[src/design/antenna_driver_control_regs.vh]
// constants for the antenna driver control block: register map, fields, reset values
// assumes an 8-bit register port with a 4-bit word address, one register per address
`ifndef ANTENNA_DRIVER_CONTROL_REGS_VH
`define ANTENNA_DRIVER_CONTROL_REGS_VH

// register word addresses
`define ADDR_DRIVER_CONTROL     4'h0
`define ADDR_P_WAVE             4'h1
`define ADDR_P_MOD              4'h2
`define ADDR_N_SIDE             4'h3
`define ADDR_STATUS             4'h4

// driver_control_reg bit positions
`define CTRL_FIRST_ENABLE       0
`define CTRL_SECOND_ENABLE      1
`define CTRL_SECOND_UNMOD       2
`define CTRL_FIRST_INV_OFF      3
`define CTRL_FIRST_INV_ON       4
`define CTRL_SECOND_INV_OFF     5
`define CTRL_SECOND_INV_ON      6
`define CTRL_FORCE_FULL_ASK     7

// n_side_conductance field positions
`define N_WAVE_MSB              7
`define N_WAVE_LSB              4
`define N_MOD_MSB               3
`define N_MOD_LSB               0

// status register bit positions
`define STAT_CARRIER            0
`define STAT_FIRST_ACTIVE       1
`define STAT_SECOND_ACTIVE      2
`define STAT_FIRST_MOD          3
`define STAT_SECOND_MOD         4

// reset values
`define RST_DRIVER_CONTROL      8'h00
`define RST_P_WAVE              8'h3f
`define RST_P_MOD               8'h20
`define RST_N_SIDE              8'h88

// conductance value driven by a switched-off driver
`define COND_OFF_BIT            1'b0

`endif

[src/design/antenna_driver_control.v]
// antenna driver control: carrier generation, driver registers, two output drivers
// assumes crystal_clock is an asynchronous pin much slower than sys_clk in this model,
// and tx_envelope comes from framing logic on sys_clk
// assumes the register port never raises both strobes in one cycle
// assumes P_WIDTH below 8 and N_WIDTH of 4, matching the register fields
// assumes tx_envelope is high while the carrier is meant to be on
//
// Design decisions made here: the register offsets and the strobed register port.
`timescale 1ns/10ps
`include "antenna_driver_control_regs.vh"

module antenna_driver_control #(
   parameter P_WIDTH = 6,
   parameter N_WIDTH = 4
) (
   input  wire               sys_clk,
   input  wire               rst,
   input  wire [3:0]         reg_addr,
   input  wire [7:0]         reg_wdata,
   input  wire               reg_write,
   input  wire               reg_read,
   output wire [7:0]         reg_rdata,
   input  wire               crystal_clock,
   input  wire               tx_envelope,
   output wire               carrier_clock,
   output wire               carrier_clock_inverted,
   output wire               antenna_out_a,
   output wire               antenna_out_b,
   output wire [P_WIDTH-1:0] pmos_array_setting_a,
   output wire [N_WIDTH-1:0] nmos_array_setting_a,
   output wire [P_WIDTH-1:0] pmos_array_setting_b,
   output wire [N_WIDTH-1:0] nmos_array_setting_b
);

   // pad width of the p registers; a zero-width pad is not legal,
   // so P_WIDTH must stay below 8
   localparam P_PAD = 8 - P_WIDTH;

   // ---- register file ----
   reg  [7:0] driver_control_reg;
   reg  [7:0] p_side_wave_conductance_reg;
   reg  [7:0] p_side_mod_conductance_reg;
   reg  [7:0] n_side_conductance_reg;
   reg  [7:0] rdata_reg;
   reg  [7:0] rdata_next;
   reg  [7:0] status_word;

   // ---- write decode ----
   wire [7:0] p_write_value;
   wire       write_control;
   wire       write_p_wave;
   wire       write_p_mod;
   wire       write_n_side;

   // ---- carrier generation ----
   wire crystal_level;
   reg  crystal_prev_reg;
   reg  carrier_reg;
   reg  carrier_inv_reg;
   wire crystal_rise;
   wire carrier_rise;

   // ---- driver state seen by status ----
   wire first_active;
   wire second_active;
   wire first_modulating;
   wire second_modulating;

   // decoded control bits of the first driver
   wire first_driver_enable    = driver_control_reg[`CTRL_FIRST_ENABLE];
   wire first_invert_when_on   = driver_control_reg[`CTRL_FIRST_INV_ON];

   // decoded control bits of the second driver
   wire second_driver_enable   = driver_control_reg[`CTRL_SECOND_ENABLE];
   wire second_unmodulated     = driver_control_reg[`CTRL_SECOND_UNMOD];
   wire second_invert_when_on  = driver_control_reg[`CTRL_SECOND_INV_ON];

   // full ASK is shared; each driver applies it only while modulating
   wire force_full_ask         = driver_control_reg[`CTRL_FORCE_FULL_ASK];

   // the invert-when-off bits are stored and read back; in these modes they do not
   // change the pin, which rests low or follows the carrier regardless

   // conductance values, shared by both drivers
   wire [P_WIDTH-1:0] pmos_wave_value;
   wire [P_WIDTH-1:0] pmos_mod_value;
   wire [N_WIDTH-1:0] nmos_wave_value;
   wire [N_WIDTH-1:0] nmos_mod_value;

   // p side from its two registers
   assign pmos_wave_value = p_side_wave_conductance_reg[P_WIDTH-1:0];
   assign pmos_mod_value  = p_side_mod_conductance_reg[P_WIDTH-1:0];

   // n side from two fields of one register
   assign nmos_wave_value = n_side_conductance_reg[`N_WAVE_MSB:`N_WAVE_LSB];
   assign nmos_mod_value  = n_side_conductance_reg[`N_MOD_MSB:`N_MOD_LSB];

   // write strobes decoded once; status and unmapped addresses take no write,
   // so software can never disturb the live status bits
   assign write_control = reg_write & (reg_addr == `ADDR_DRIVER_CONTROL);
   assign write_p_wave  = reg_write & (reg_addr == `ADDR_P_WAVE);
   assign write_p_mod   = reg_write & (reg_addr == `ADDR_P_MOD);
   assign write_n_side  = reg_write & (reg_addr == `ADDR_N_SIDE);

   // only the low bits reach the p array, so the rest is stored as zero
   assign p_write_value = {{P_PAD{1'b0}}, reg_wdata[P_WIDTH-1:0]};

   // control register; the drivers pick new bits up at the next carrier rise
   always @(posedge sys_clk) begin
      if (rst) begin
         driver_control_reg <= `RST_DRIVER_CONTROL;
      end else if (write_control) begin
         driver_control_reg <= reg_wdata;
      end
   end

   // p-side continuous-wave conductance
   always @(posedge sys_clk) begin
      if (rst) begin
         p_side_wave_conductance_reg <= `RST_P_WAVE;
      end else if (write_p_wave) begin
         p_side_wave_conductance_reg <= p_write_value;
      end
   end

   // p-side modulation conductance
   always @(posedge sys_clk) begin
      if (rst) begin
         p_side_mod_conductance_reg <= `RST_P_MOD;
      end else if (write_p_mod) begin
         p_side_mod_conductance_reg <= p_write_value;
      end
   end

   // n-side register holds both fields; they are split where they are used
   always @(posedge sys_clk) begin
      if (rst) begin
         n_side_conductance_reg <= `RST_N_SIDE;
      end else if (write_n_side) begin
         n_side_conductance_reg[`N_WAVE_MSB:`N_WAVE_LSB] <= reg_wdata[`N_WAVE_MSB:`N_WAVE_LSB];
         n_side_conductance_reg[`N_MOD_MSB:`N_MOD_LSB]   <= reg_wdata[`N_MOD_MSB:`N_MOD_LSB];
      end
   end

   // status shows live carrier level and what each driver currently applies
   always @* begin
      // bits above the second driver's flag read as zero
      status_word                      = 8'h00;
      status_word[`STAT_CARRIER]       = carrier_reg;
      status_word[`STAT_FIRST_ACTIVE]  = first_active;
      status_word[`STAT_SECOND_ACTIVE] = second_active;
      status_word[`STAT_FIRST_MOD]     = first_modulating;
      status_word[`STAT_SECOND_MOD]    = second_modulating;
   end

   // read mux; unmapped addresses read as zero
   always @* begin
      rdata_next = 8'h00;
      case (reg_addr)
         `ADDR_DRIVER_CONTROL: begin
            rdata_next = driver_control_reg;
         end
         `ADDR_P_WAVE: begin
            rdata_next = p_side_wave_conductance_reg;
         end
         `ADDR_P_MOD: begin
            rdata_next = p_side_mod_conductance_reg;
         end
         `ADDR_N_SIDE: begin
            rdata_next = n_side_conductance_reg;
         end
         `ADDR_STATUS: begin
            rdata_next = status_word;
         end
         default: begin
            rdata_next = 8'h00;
         end
      endcase
   end

   // read data stands only in the cycle after the strobe, zero otherwise
   always @(posedge sys_clk) begin
      if (rst) begin
         rdata_reg <= 8'h00;
      end else if (reg_read) begin
         rdata_reg <= rdata_next;
      end else begin
         rdata_reg <= 8'h00;
      end
   end

   // read data leaves straight from its flop
   assign reg_rdata = rdata_reg;

   // crystal pin enters through the filter before any edge is looked for
   pin_input_filter crystal_filter (
      .sys_clk (sys_clk),
      .rst     (rst),
      .pin_in  (crystal_clock),
      .level   (crystal_level)
   );

   // previous filtered level, for finding its rising edge
   always @(posedge sys_clk) begin
      if (rst) begin
         crystal_prev_reg <= 1'b0;
      end else begin
         crystal_prev_reg <= crystal_level;
      end
   end

   assign crystal_rise = crystal_level & ~crystal_prev_reg;

   // toggling on every crystal rise halves the crystal frequency
   always @(posedge sys_clk) begin
      if (rst) begin
         carrier_reg <= 1'b0;
      end else if (crystal_rise) begin
         carrier_reg <= ~carrier_reg;
      end
   end

   // the inverted copy is its own flop, so it never lags the carrier through a gate
   always @(posedge sys_clk) begin
      if (rst) begin
         carrier_inv_reg <= 1'b1;
      end else if (crystal_rise) begin
         carrier_inv_reg <= carrier_reg;
      end
   end

   // a carrier rise is the moment the carrier leaves its low half;
   // the drivers latch here, so no setting changes inside a high half
   assign carrier_rise = crystal_rise & ~carrier_reg;

   // both carrier copies leave straight from flops
   assign carrier_clock          = carrier_reg;
   assign carrier_clock_inverted = carrier_inv_reg;

   // per driver, at each carrier rise:
   //   disabled           -> pin low, both arrays off
   //   unmodulated        -> carrier or inverse, wave conductances
   //   envelope high      -> carrier or inverse, wave conductances
   //   envelope low       -> carrier or inverse, modulation conductances
   //   envelope low + ASK -> pin low, modulation conductances
   // unmodulated ignores both the envelope and the full ASK bit
   // the invert-when-off bits change nothing in any of these rows
   // both drivers take the very same register values, whichever is enabled
   antenna_output_select #(
      .P_WIDTH (P_WIDTH),
      .N_WIDTH (N_WIDTH)
   ) first_driver (
      // carrier timing, then this driver's settings
      .sys_clk            (sys_clk),
      .rst                (rst),
      .carrier_rise       (carrier_rise),
      .carrier            (carrier_reg),
      .enable             (first_driver_enable),
      .force_full_ask     (force_full_ask),
      .invert_when_on     (first_invert_when_on),
      .unmodulated        (1'b0),
      .envelope           (tx_envelope),
      // shared conductance values
      .pmos_wave_value    (pmos_wave_value),
      .pmos_mod_value     (pmos_mod_value),
      .nmos_wave_value    (nmos_wave_value),
      .nmos_mod_value     (nmos_mod_value),
      // driver a outputs
      .antenna_out        (antenna_out_a),
      .pmos_array_setting (pmos_array_setting_a),
      .nmos_array_setting (nmos_array_setting_a),
      .active             (first_active),
      .modulating         (first_modulating)
   );

   // the second driver alone may run as an unmodulated carrier
   antenna_output_select #(
      .P_WIDTH (P_WIDTH),
      .N_WIDTH (N_WIDTH)
   ) second_driver (
      // carrier timing, then this driver's settings
      .sys_clk            (sys_clk),
      .rst                (rst),
      .carrier_rise       (carrier_rise),
      .carrier            (carrier_reg),
      .enable             (second_driver_enable),
      .force_full_ask     (force_full_ask),
      .invert_when_on     (second_invert_when_on),
      .unmodulated        (second_unmodulated),
      .envelope           (tx_envelope),
      // shared conductance values
      .pmos_wave_value    (pmos_wave_value),
      .pmos_mod_value     (pmos_mod_value),
      .nmos_wave_value    (nmos_wave_value),
      .nmos_mod_value     (nmos_mod_value),
      // driver b outputs
      .antenna_out        (antenna_out_b),
      .pmos_array_setting (pmos_array_setting_b),
      .nmos_array_setting (nmos_array_setting_b),
      .active             (second_active),
      .modulating         (second_modulating)
   );

endmodule

[src/design/antenna_output_select.v]
// output selection and conductance choice for one antenna driver
// assumes carrier_rise is a one-cycle pulse when the carrier goes high
`timescale 1ns/10ps
`include "antenna_driver_control_regs.vh"

module antenna_output_select #(
   parameter P_WIDTH = 6,
   parameter N_WIDTH = 4
) (
   input  wire               sys_clk,
   input  wire               rst,
   input  wire               carrier_rise,
   input  wire               carrier,
   input  wire               enable,
   input  wire               force_full_ask,
   input  wire               invert_when_on,
   input  wire               unmodulated,
   input  wire               envelope,
   input  wire [P_WIDTH-1:0] pmos_wave_value,
   input  wire [P_WIDTH-1:0] pmos_mod_value,
   input  wire [N_WIDTH-1:0] nmos_wave_value,
   input  wire [N_WIDTH-1:0] nmos_mod_value,
   output wire               antenna_out,
   output wire [P_WIDTH-1:0] pmos_array_setting,
   output wire [N_WIDTH-1:0] nmos_array_setting,
   output wire               active,
   output wire               modulating
);

   reg               en_reg;
   reg               inv_reg;
   reg               low_reg;
   reg               use_mod_reg;
   reg               pin_reg;
   reg [P_WIDTH-1:0] p_reg;
   reg [N_WIDTH-1:0] n_reg;

   // unmodulated drivers never see the envelope or the full ASK bit
   wire mod_now = enable & ~unmodulated & ~envelope;
   wire low_now = mod_now & force_full_ask;

   // settings are taken only at a carrier rise so the pin never glitches
   always @(posedge sys_clk) begin
      if (rst) begin
         en_reg      <= 1'b0;
         inv_reg     <= 1'b0;
         low_reg     <= 1'b0;
         use_mod_reg <= 1'b0;
         p_reg       <= {P_WIDTH{`COND_OFF_BIT}};
         n_reg       <= {N_WIDTH{`COND_OFF_BIT}};
      end else if (carrier_rise) begin
         en_reg      <= enable;
         inv_reg     <= invert_when_on;
         low_reg     <= low_now;
         use_mod_reg <= mod_now;
         if (!enable) begin
            p_reg <= {P_WIDTH{`COND_OFF_BIT}};
            n_reg <= {N_WIDTH{`COND_OFF_BIT}};
         end else if (mod_now) begin
            p_reg <= pmos_mod_value;
            n_reg <= nmos_mod_value;
         end else begin
            p_reg <= pmos_wave_value;
            n_reg <= nmos_wave_value;
         end
      end
   end

   // pin follows the carrier one cycle late; a disabled pin rests low
   always @(posedge sys_clk) begin
      if (rst) begin
         pin_reg <= 1'b0;
      end else begin
         pin_reg <= en_reg & ~low_reg & (carrier ^ inv_reg);
      end
   end

   assign antenna_out        = pin_reg;
   assign pmos_array_setting = p_reg;
   assign nmos_array_setting = n_reg;
   assign active             = en_reg;
   assign modulating         = use_mod_reg;

endmodule

[src/design/pin_input_filter.v]
// three-stage synchroniser with agreement filter for one asynchronous pin
// assumes the pin is slow compared with sys_clk; shorter pulses may be missed
`timescale 1ns/10ps

module pin_input_filter (
   input  wire sys_clk,
   input  wire rst,
   input  wire pin_in,
   output wire level
);

   reg stage1_reg;
   reg stage2_reg;
   reg stage3_reg;
   reg level_reg;

   // stage1 feeds only stage2; the level moves once stage2 and stage3 agree
   always @(posedge sys_clk) begin
      if (rst) begin
         stage1_reg <= 1'b0;
         stage2_reg <= 1'b0;
         stage3_reg <= 1'b0;
         level_reg  <= 1'b0;
      end else begin
         stage1_reg <= pin_in;
         stage2_reg <= stage1_reg;
         stage3_reg <= stage2_reg;
         if (stage2_reg == stage3_reg) begin
            level_reg <= stage3_reg;
         end
      end
   end

   assign level = level_reg;

endmodule

[config.mk]
export PLATFORM = sky130hd
export DESIGN_NAME = antenna_driver_control
export DESIGN_NICKNAME = d
export VERILOG_FILES = /design/src/design/antenna_driver_control.v /design/src/design/antenna_output_select.v /design/src/design/pin_input_filter.v
export VERILOG_INCLUDE_DIRS = /design/src /design/src/design
export SDC_FILE = /design/constraint.sdc
export NUM_CORES = 1
export LEC_CHECK = 0
export ABC_AREA = 0
export BUFFER_PORTS_ARGS = -buffer_cell sky130_fd_sc_hd__buf_4
export CORE_MARGIN = 2
export CORE_UTILIZATION = 60
export CTS_BUF_LIST = sky130_fd_sc_hd__clkbuf_4 sky130_fd_sc_hd__clkbuf_8 sky130_fd_sc_hd__clkbuf_16
export DETAILED_ROUTE_END_ITERATION = 10
export HOLD_SLACK_MARGIN = 0.12
export PLACE_DENSITY = 0.94
export SETUP_SLACK_MARGIN = 0.05
export SKIP_LAST_GASP = 1
export SYNTH_ARGS = -nofsm -noshare
export SYNTH_HDL_FRONTEND = slang
export SYNTH_SLANG_ARGS = --single-unit
export TNS_END_PERCENT = 50
[constraint.sdc]
create_clock -name sys_clk -period 3.5 [get_ports sys_clk]
set_clock_uncertainty 0.15 [all_clocks]
set_input_delay 0.525 -clock sys_clk [delete_from_list [all_inputs] [get_ports sys_clk]]
set_output_delay 0.525 -clock sys_clk [all_outputs]
set_load 0.1 [all_outputs]
After elaboration in Yosys (flattened, before gate mapping):

Cells that the tools add are included.
Widths: inputs -> output; s select.

* flip-flop bits (word level): 73
* output and inout bits: 32
* logic and storage cells: 66

* equal/unequal tests: 5
* muxes and demuxes: 9
* bitwise operators: 24
* reduce and logical (&&, ||, !) cells: 2

Operators by type and width (count)
* $pmux 8 s5: 1
* $mux 6: 4
* $mux 4: 4
* $and 1x1->1: 15
* $eq 4x2->1 const B: 2
* $not 1->1: 7
* $eq 4x1->1 const B: 1
* $eq 4x3->1 const B: 1
* $logic_not 4->1: 1
* $reduce_or 2->1: 1
* $xor 1x1->1: 2
* $eq 1x1->1: 1

Logic depth before layout (Yosys ltp):

* word-level depth: 5
* gate-level depth with buffers: 6
* depth with buffers taken out: 3

Modules after synthesis:

A second synthesis with hierarchy kept.

* cells, all modules: 323
* area total of the unflattened synthesis: 3138.0 um^2

By module, submodules not included
* antenna_driver_control: instances 1, cells each 187, area an instance 1744.2 um^2
* antenna_output_select: instances 2, cells each 63, area an instance 640.6 um^2
* pin_input_filter: instances 1, cells each 10, area an instance 112.6 um^2

Least setup slack after synthesis:

OpenSTA, ideal clock, no wires.

* path kind: register to register
* start point: register carrier_reg (netlist: carrier_clock)
* end point: register first_driver.n_reg[0] (netlist: first_driver.nmos_array_setting[0])
* setup time: 70 ps
* arrival: 1918 ps
* path slack: 1361 ps
* cell stages (with the launch flop): 6
* path buffers: 2
* cells stage by stage: dfxtp_1 or3b_1 buf_2 buf_1 nand2_1 a21oi_1

* longest elaborated chain between the ends: 2

Ends and longest elaborated chain
* start, declared: line antenna_driver_control.v:58 `reg carrier_reg;`
* start signal, assigned: line antenna_driver_control.v:219 `carrier_reg <= ~carrier_reg;`
* $not 1->1: line antenna_driver_control.v:234 `assign carrier_rise = crystal_rise & ~carrier_reg;`
* $and 1x1->1: line antenna_driver_control.v:234
* end signal, assigned: line antenna_output_select.v:50 `` n_reg <= {N_WIDTH{`COND_OFF_BIT}}; ``
* end signal, assigned: line antenna_output_select.v:58 `` n_reg <= {N_WIDTH{`COND_OFF_BIT}}; ``
* end signal, assigned: line antenna_output_select.v:61 `n_reg <= nmos_mod_value;`
* end, declared: line antenna_output_select.v:36 `reg [N_WIDTH-1:0] n_reg;`

Every way passes these cells.
A chain may end at the register's enable or synchronous reset.

Worst setup path in the final report:

* start point: input port reg_addr[2]
* end point: register p_side_wave_conductance_reg[0]

* longest elaborated chain between the ends: 2

Ends and longest elaborated chain
* start, declared: line antenna_driver_control.v:18 `input wire [3:0] reg_addr,`
* $eq 4x1->1
* $and 1x1->1: line antenna_driver_control.v:101 `` assign write_p_wave = reg_write & (reg_addr == `ADDR_P_WAVE); ``
* end signal, assigned: line antenna_driver_control.v:120 `` p_side_wave_conductance_reg <= `RST_P_WAVE; ``
* end signal, assigned: line antenna_driver_control.v:122 `p_side_wave_conductance_reg <= p_write_value;`
* end, declared: line antenna_driver_control.v:41 `reg [7:0] p_side_wave_conductance_reg;`

Every way passes these cells.

==> flow_metrics.py <==
metrics = {
    "power": {
        "p_sw_share_pct": 24.0,
        "p_comb_share_pct": 6.8,
        "seqPwrFrac_pct": 55.3,
        "p_switching_mw": 0.367,
        "peakVddDrop_uv": 335,
        "p_clk_share_pct": 37.9,
        "p_int_mw": 1.16,
        "p_leak_nw": 1.31,
        "power_density_mw_per_mm2": 426,
    },
    "yosys": {
        "yosys_warnings": 0,
        "synth_compound_area_share_pct": 18.3,
        "syn_inst": 330,
        "yosys.area_share.adder_pct": 0,
        "synth_area_per_cell_um2": 9.27,
        "ys_types": 35,
        "syn_area_mm2": 0.00306,
        "yosys.area_share.xor_xnor_pct": 0.573,
        "synthMuxAreaShare_pct": 11.3,
        "seq_area_frac_synth_pct": 47.8,
        "yosys.area_share.simple_pct": 17.8,
        "synth_top_family_by_area": "compound AO/OA/AOI/OAI gates",
        "syn_nets": 348,
        "ys_seq_elements": 73,
    },
    "routing": {
        "first_pass_iters": 5,
        "final_antenna_net_count": 0,
        "wire_per_inst_um": 17.4,
        "vias": 2702,
        "drc": 0,
        "drtIter0Drc": 296,
        "drt_wl_total_mm": 7.66,
        "viasPerCell": 6.15,
    },
    "floorplan": {
        "io_pins": 50,
        "die-area_mm2": 0.00568,
        "fp.dieH_um": 75.4,
        "start_util_pct": 63.5,
        "die_w_um": 75.4,
        "rows": 25,
        "core-area_mm2": 0.00482,
    },
    "timing": {
        "fin_crit_sh_pct": 56.4,
        "slew_violations": 0,
        "setup_violations": 0,
        "rsz0062_at_grt": "false",
        "maxSlewHeadroom_pct": 46.4,
        "max_freq_ghz": 0.507,
        "min_period_ps": 1970,
        "fin_setup_tns_ps": 0,
        "worst_pin_slew_ps": 801,
        "hold_viol_final": 0,
    },
    "cts": {
        "clk_pin_slew_ps": 70,
        "cts_resized": 0,
        "h-tree-depth": 3,
        "worstSkewPairLatency_ps": 350,
        "clk_path_buf_depth": 2,
        "cts_setup_buffers": 0,
        "clockRootBuffer": "clkbuf_8",
        "cts_buffers": 9,
        "clock_sinks": 73,
        "hold_buffers": 0,
        "cts_tree": "done",
    },
    "place": {
        "routabilityCongestion": 0.923,
        "numPortBuffers": 49,
        "dp_hpwl_mm": 5.18,
        "postPlaceCellArea_mm2": 0.00342,
    },
    "critical_path": {
        "required_ps": 3590,
        "crit_fanout": 17,
        "worstSetupEndpointType": "flop",
        "timing.rr.end": "second_driver.nmos_array_setting[2]",
        "ff2ff_setup_slack_ps": 1630,
        "crit_arrival_ps": 2060,
        "crit_type": "primary input to flop",
        "worstSetupStartpointType": "primary input",
        "rr_worst_depth": 4,
        "r2r-start": "driver_control_reg[1]",
    },
    "worst_hold_path": {
        "whs_endpoint": "crystal_filter.stage1_reg",
        "holdCritPathClass": "primary input to flop",
        "hold_path_depth": 2,
        "hold_start": "crystal_clock",
    },
    "global_route": {
        "grt_pass1_wl_mm": 12.4,
        "grt_max_degree": 60,
        "grt-ovfl-total": 0,
        "grt_pass1_vias": 2540,
        "grt_antenna_before_repair": 0,
        "grt_use_total_pct": 29.6,
    },
    "cells_and_area": {
        "drive_gt1_share_pct": 23.9,
        "diodes": 0,
        "final_area_mm2": 0.00359,
        "areaGrowthSynthToFinish_pct": 17.3,
        "fin_nets": 386,
    },
    "run_status": {
        "status": "complete, no violations",
    },
    "run": {
        "drv_cap": 0,
    },
}
per-layer routing:
layer | GRT usage, % | up-vias | wire [um]
met2 | 48.6 | 138 | 3670
met4 | 13.6 | 0 | 210
met5 | 0 | - | 0
met3 | 5.82 | 25 | 604
li1 | - | 1270 | -
met1 | 37.7 | 1269 | 3170
kinds of logic (layout without fill, tap and decap cells):
family	count (synthesis)	count (layout)
simple gates	103	103
compound gates	93	93
flops	73	73
mux	31	31
buf+inv	28	70
xor+xnor	2	2
per-stage QoR:
stage / worst slack (ps) / std cells / power [mW] / utilization (%) / hold slack, ps
final: 1530 / 439 / 1.53 / 74.5 / 250
after global routing: 1420 / 439 / 1.57 / 74.5 / 273
after CTS: 1560 / 439 / 1.53 / 74.5 / 242
after detailed placement: 1190 / 424 / 0.964 / 70.9 / 263
after global placement: 1290 / 424 / 0.962 / 70.9 / 256
after floorplan: 1360 / 330 / 0.929 / - / 247
Yosys cell counts:
master	n	area share (%)
buf_6	2	0.74
nor4b_1	3	0.86
o2bb2ai_1	10	2.9
or4_1	3	0.74
a32oi_1	1	0.29
a21oi_1	44	7.2
o21bai_1	1	0.25
buf_2	9	1.5
and3_1	8	1.6
mux2_2	18	6.6
nor2_1	5	0.61
nor3_1	1	0.16
dfxtp_1	73	48
nand3_1	33	5.4
or3b_1	2	0.57
and2_1	1	0.20
o21ai_0	20	3.3
nor3b_1	2	0.49
a31oi_1	1	0.20
nand3b_1	2	0.49
nand2_1	32	3.9
a22oi_1	5	1.2
inv_1	3	0.37
a2111o_1	1	0.37
buf_1	3	0.37
nor3b_2	2	0.82
or2_1	1	0.20
nand2b_1	1	0.20
o21ai_1	2	0.33
mux2i_1	12	3.9
a211o_1	8	2.3
mux4_2	1	0.74
xnor2_1	2	0.57
nor2b_1	7	1.4
clkbuf_1	11	1.4
cells in the final DEF, fill, tap and decap left out, types with 2 or more instances in the layout:
cell        n
nand3_1    33
or3b_1      2
mux2i_1    12
dfxtp_1    73
o2bb2ai_1  10
mux2_2     18
clkbuf_8   10
nor2b_1     7
buf_4      52
nand3b_1    2
o21ai_0    20
o21ai_1     2
a211o_1     8
xnor2_1     2
nand2_1    32
nor3b_2     3
clkinv_2    2
clkbuf_4    2
a21oi_1    44
or4_1       3
nor4b_1     3
a22oi_1     5
inv_1       3
and3_1      8
nor2_1      5
worst max-delay path: stages:
cell and delay [ps]:
buf_4 160, nor3b_2 660, nand2_1 330, a211o_1 380
power groups by stage:
stage               clock network, mW  registers, mW  logic [mW]
floorplan                           0          0.866      0.0629
global placement                    0          0.863      0.0987
detailed placement                  0          0.863       0.100
CTS                             0.581          0.845       0.101
global route                    0.612          0.845       0.110
finish                          0.579          0.845       0.104
final cells by class:
| cell class | instances | area, um2 |
|---|---|---|
| tap | 67 | 83.8 |
| clock buffer | 12 | 153 |
| fill | 382 | 1230 |
| inverter | 3 | 11.3 |
| multi-input combinational | 229 | 1470 |
| timing repair buffer | 52 | 390 |
| clock inverter | 3 | 17.5 |
| sequential | 73 | 1460 |
worst max-delay path by stage:
stage	endpoint	startpoint	depth (start not counted)	slack (ps)
4_1_cts	p_side_wave_conductance_reg[0]	reg_addr[2]	4	1560
3_5_place_dp	p_side_wave_conductance_reg[0]	reg_addr[2]	4	1190
2_1_floorplan	first_driver.nmos_array_setting[0]	carrier_clock	5	1360
5_1_grt	p_side_wave_conductance_reg[0]	reg_addr[2]	4	1420
6_report	p_side_wave_conductance_reg[0]	reg_addr[2]	4	1530
3_3_place_gp	p_side_wave_conductance_reg[1]	reg_addr[2]	4	1290
Power figures use the tool's default switching activity.
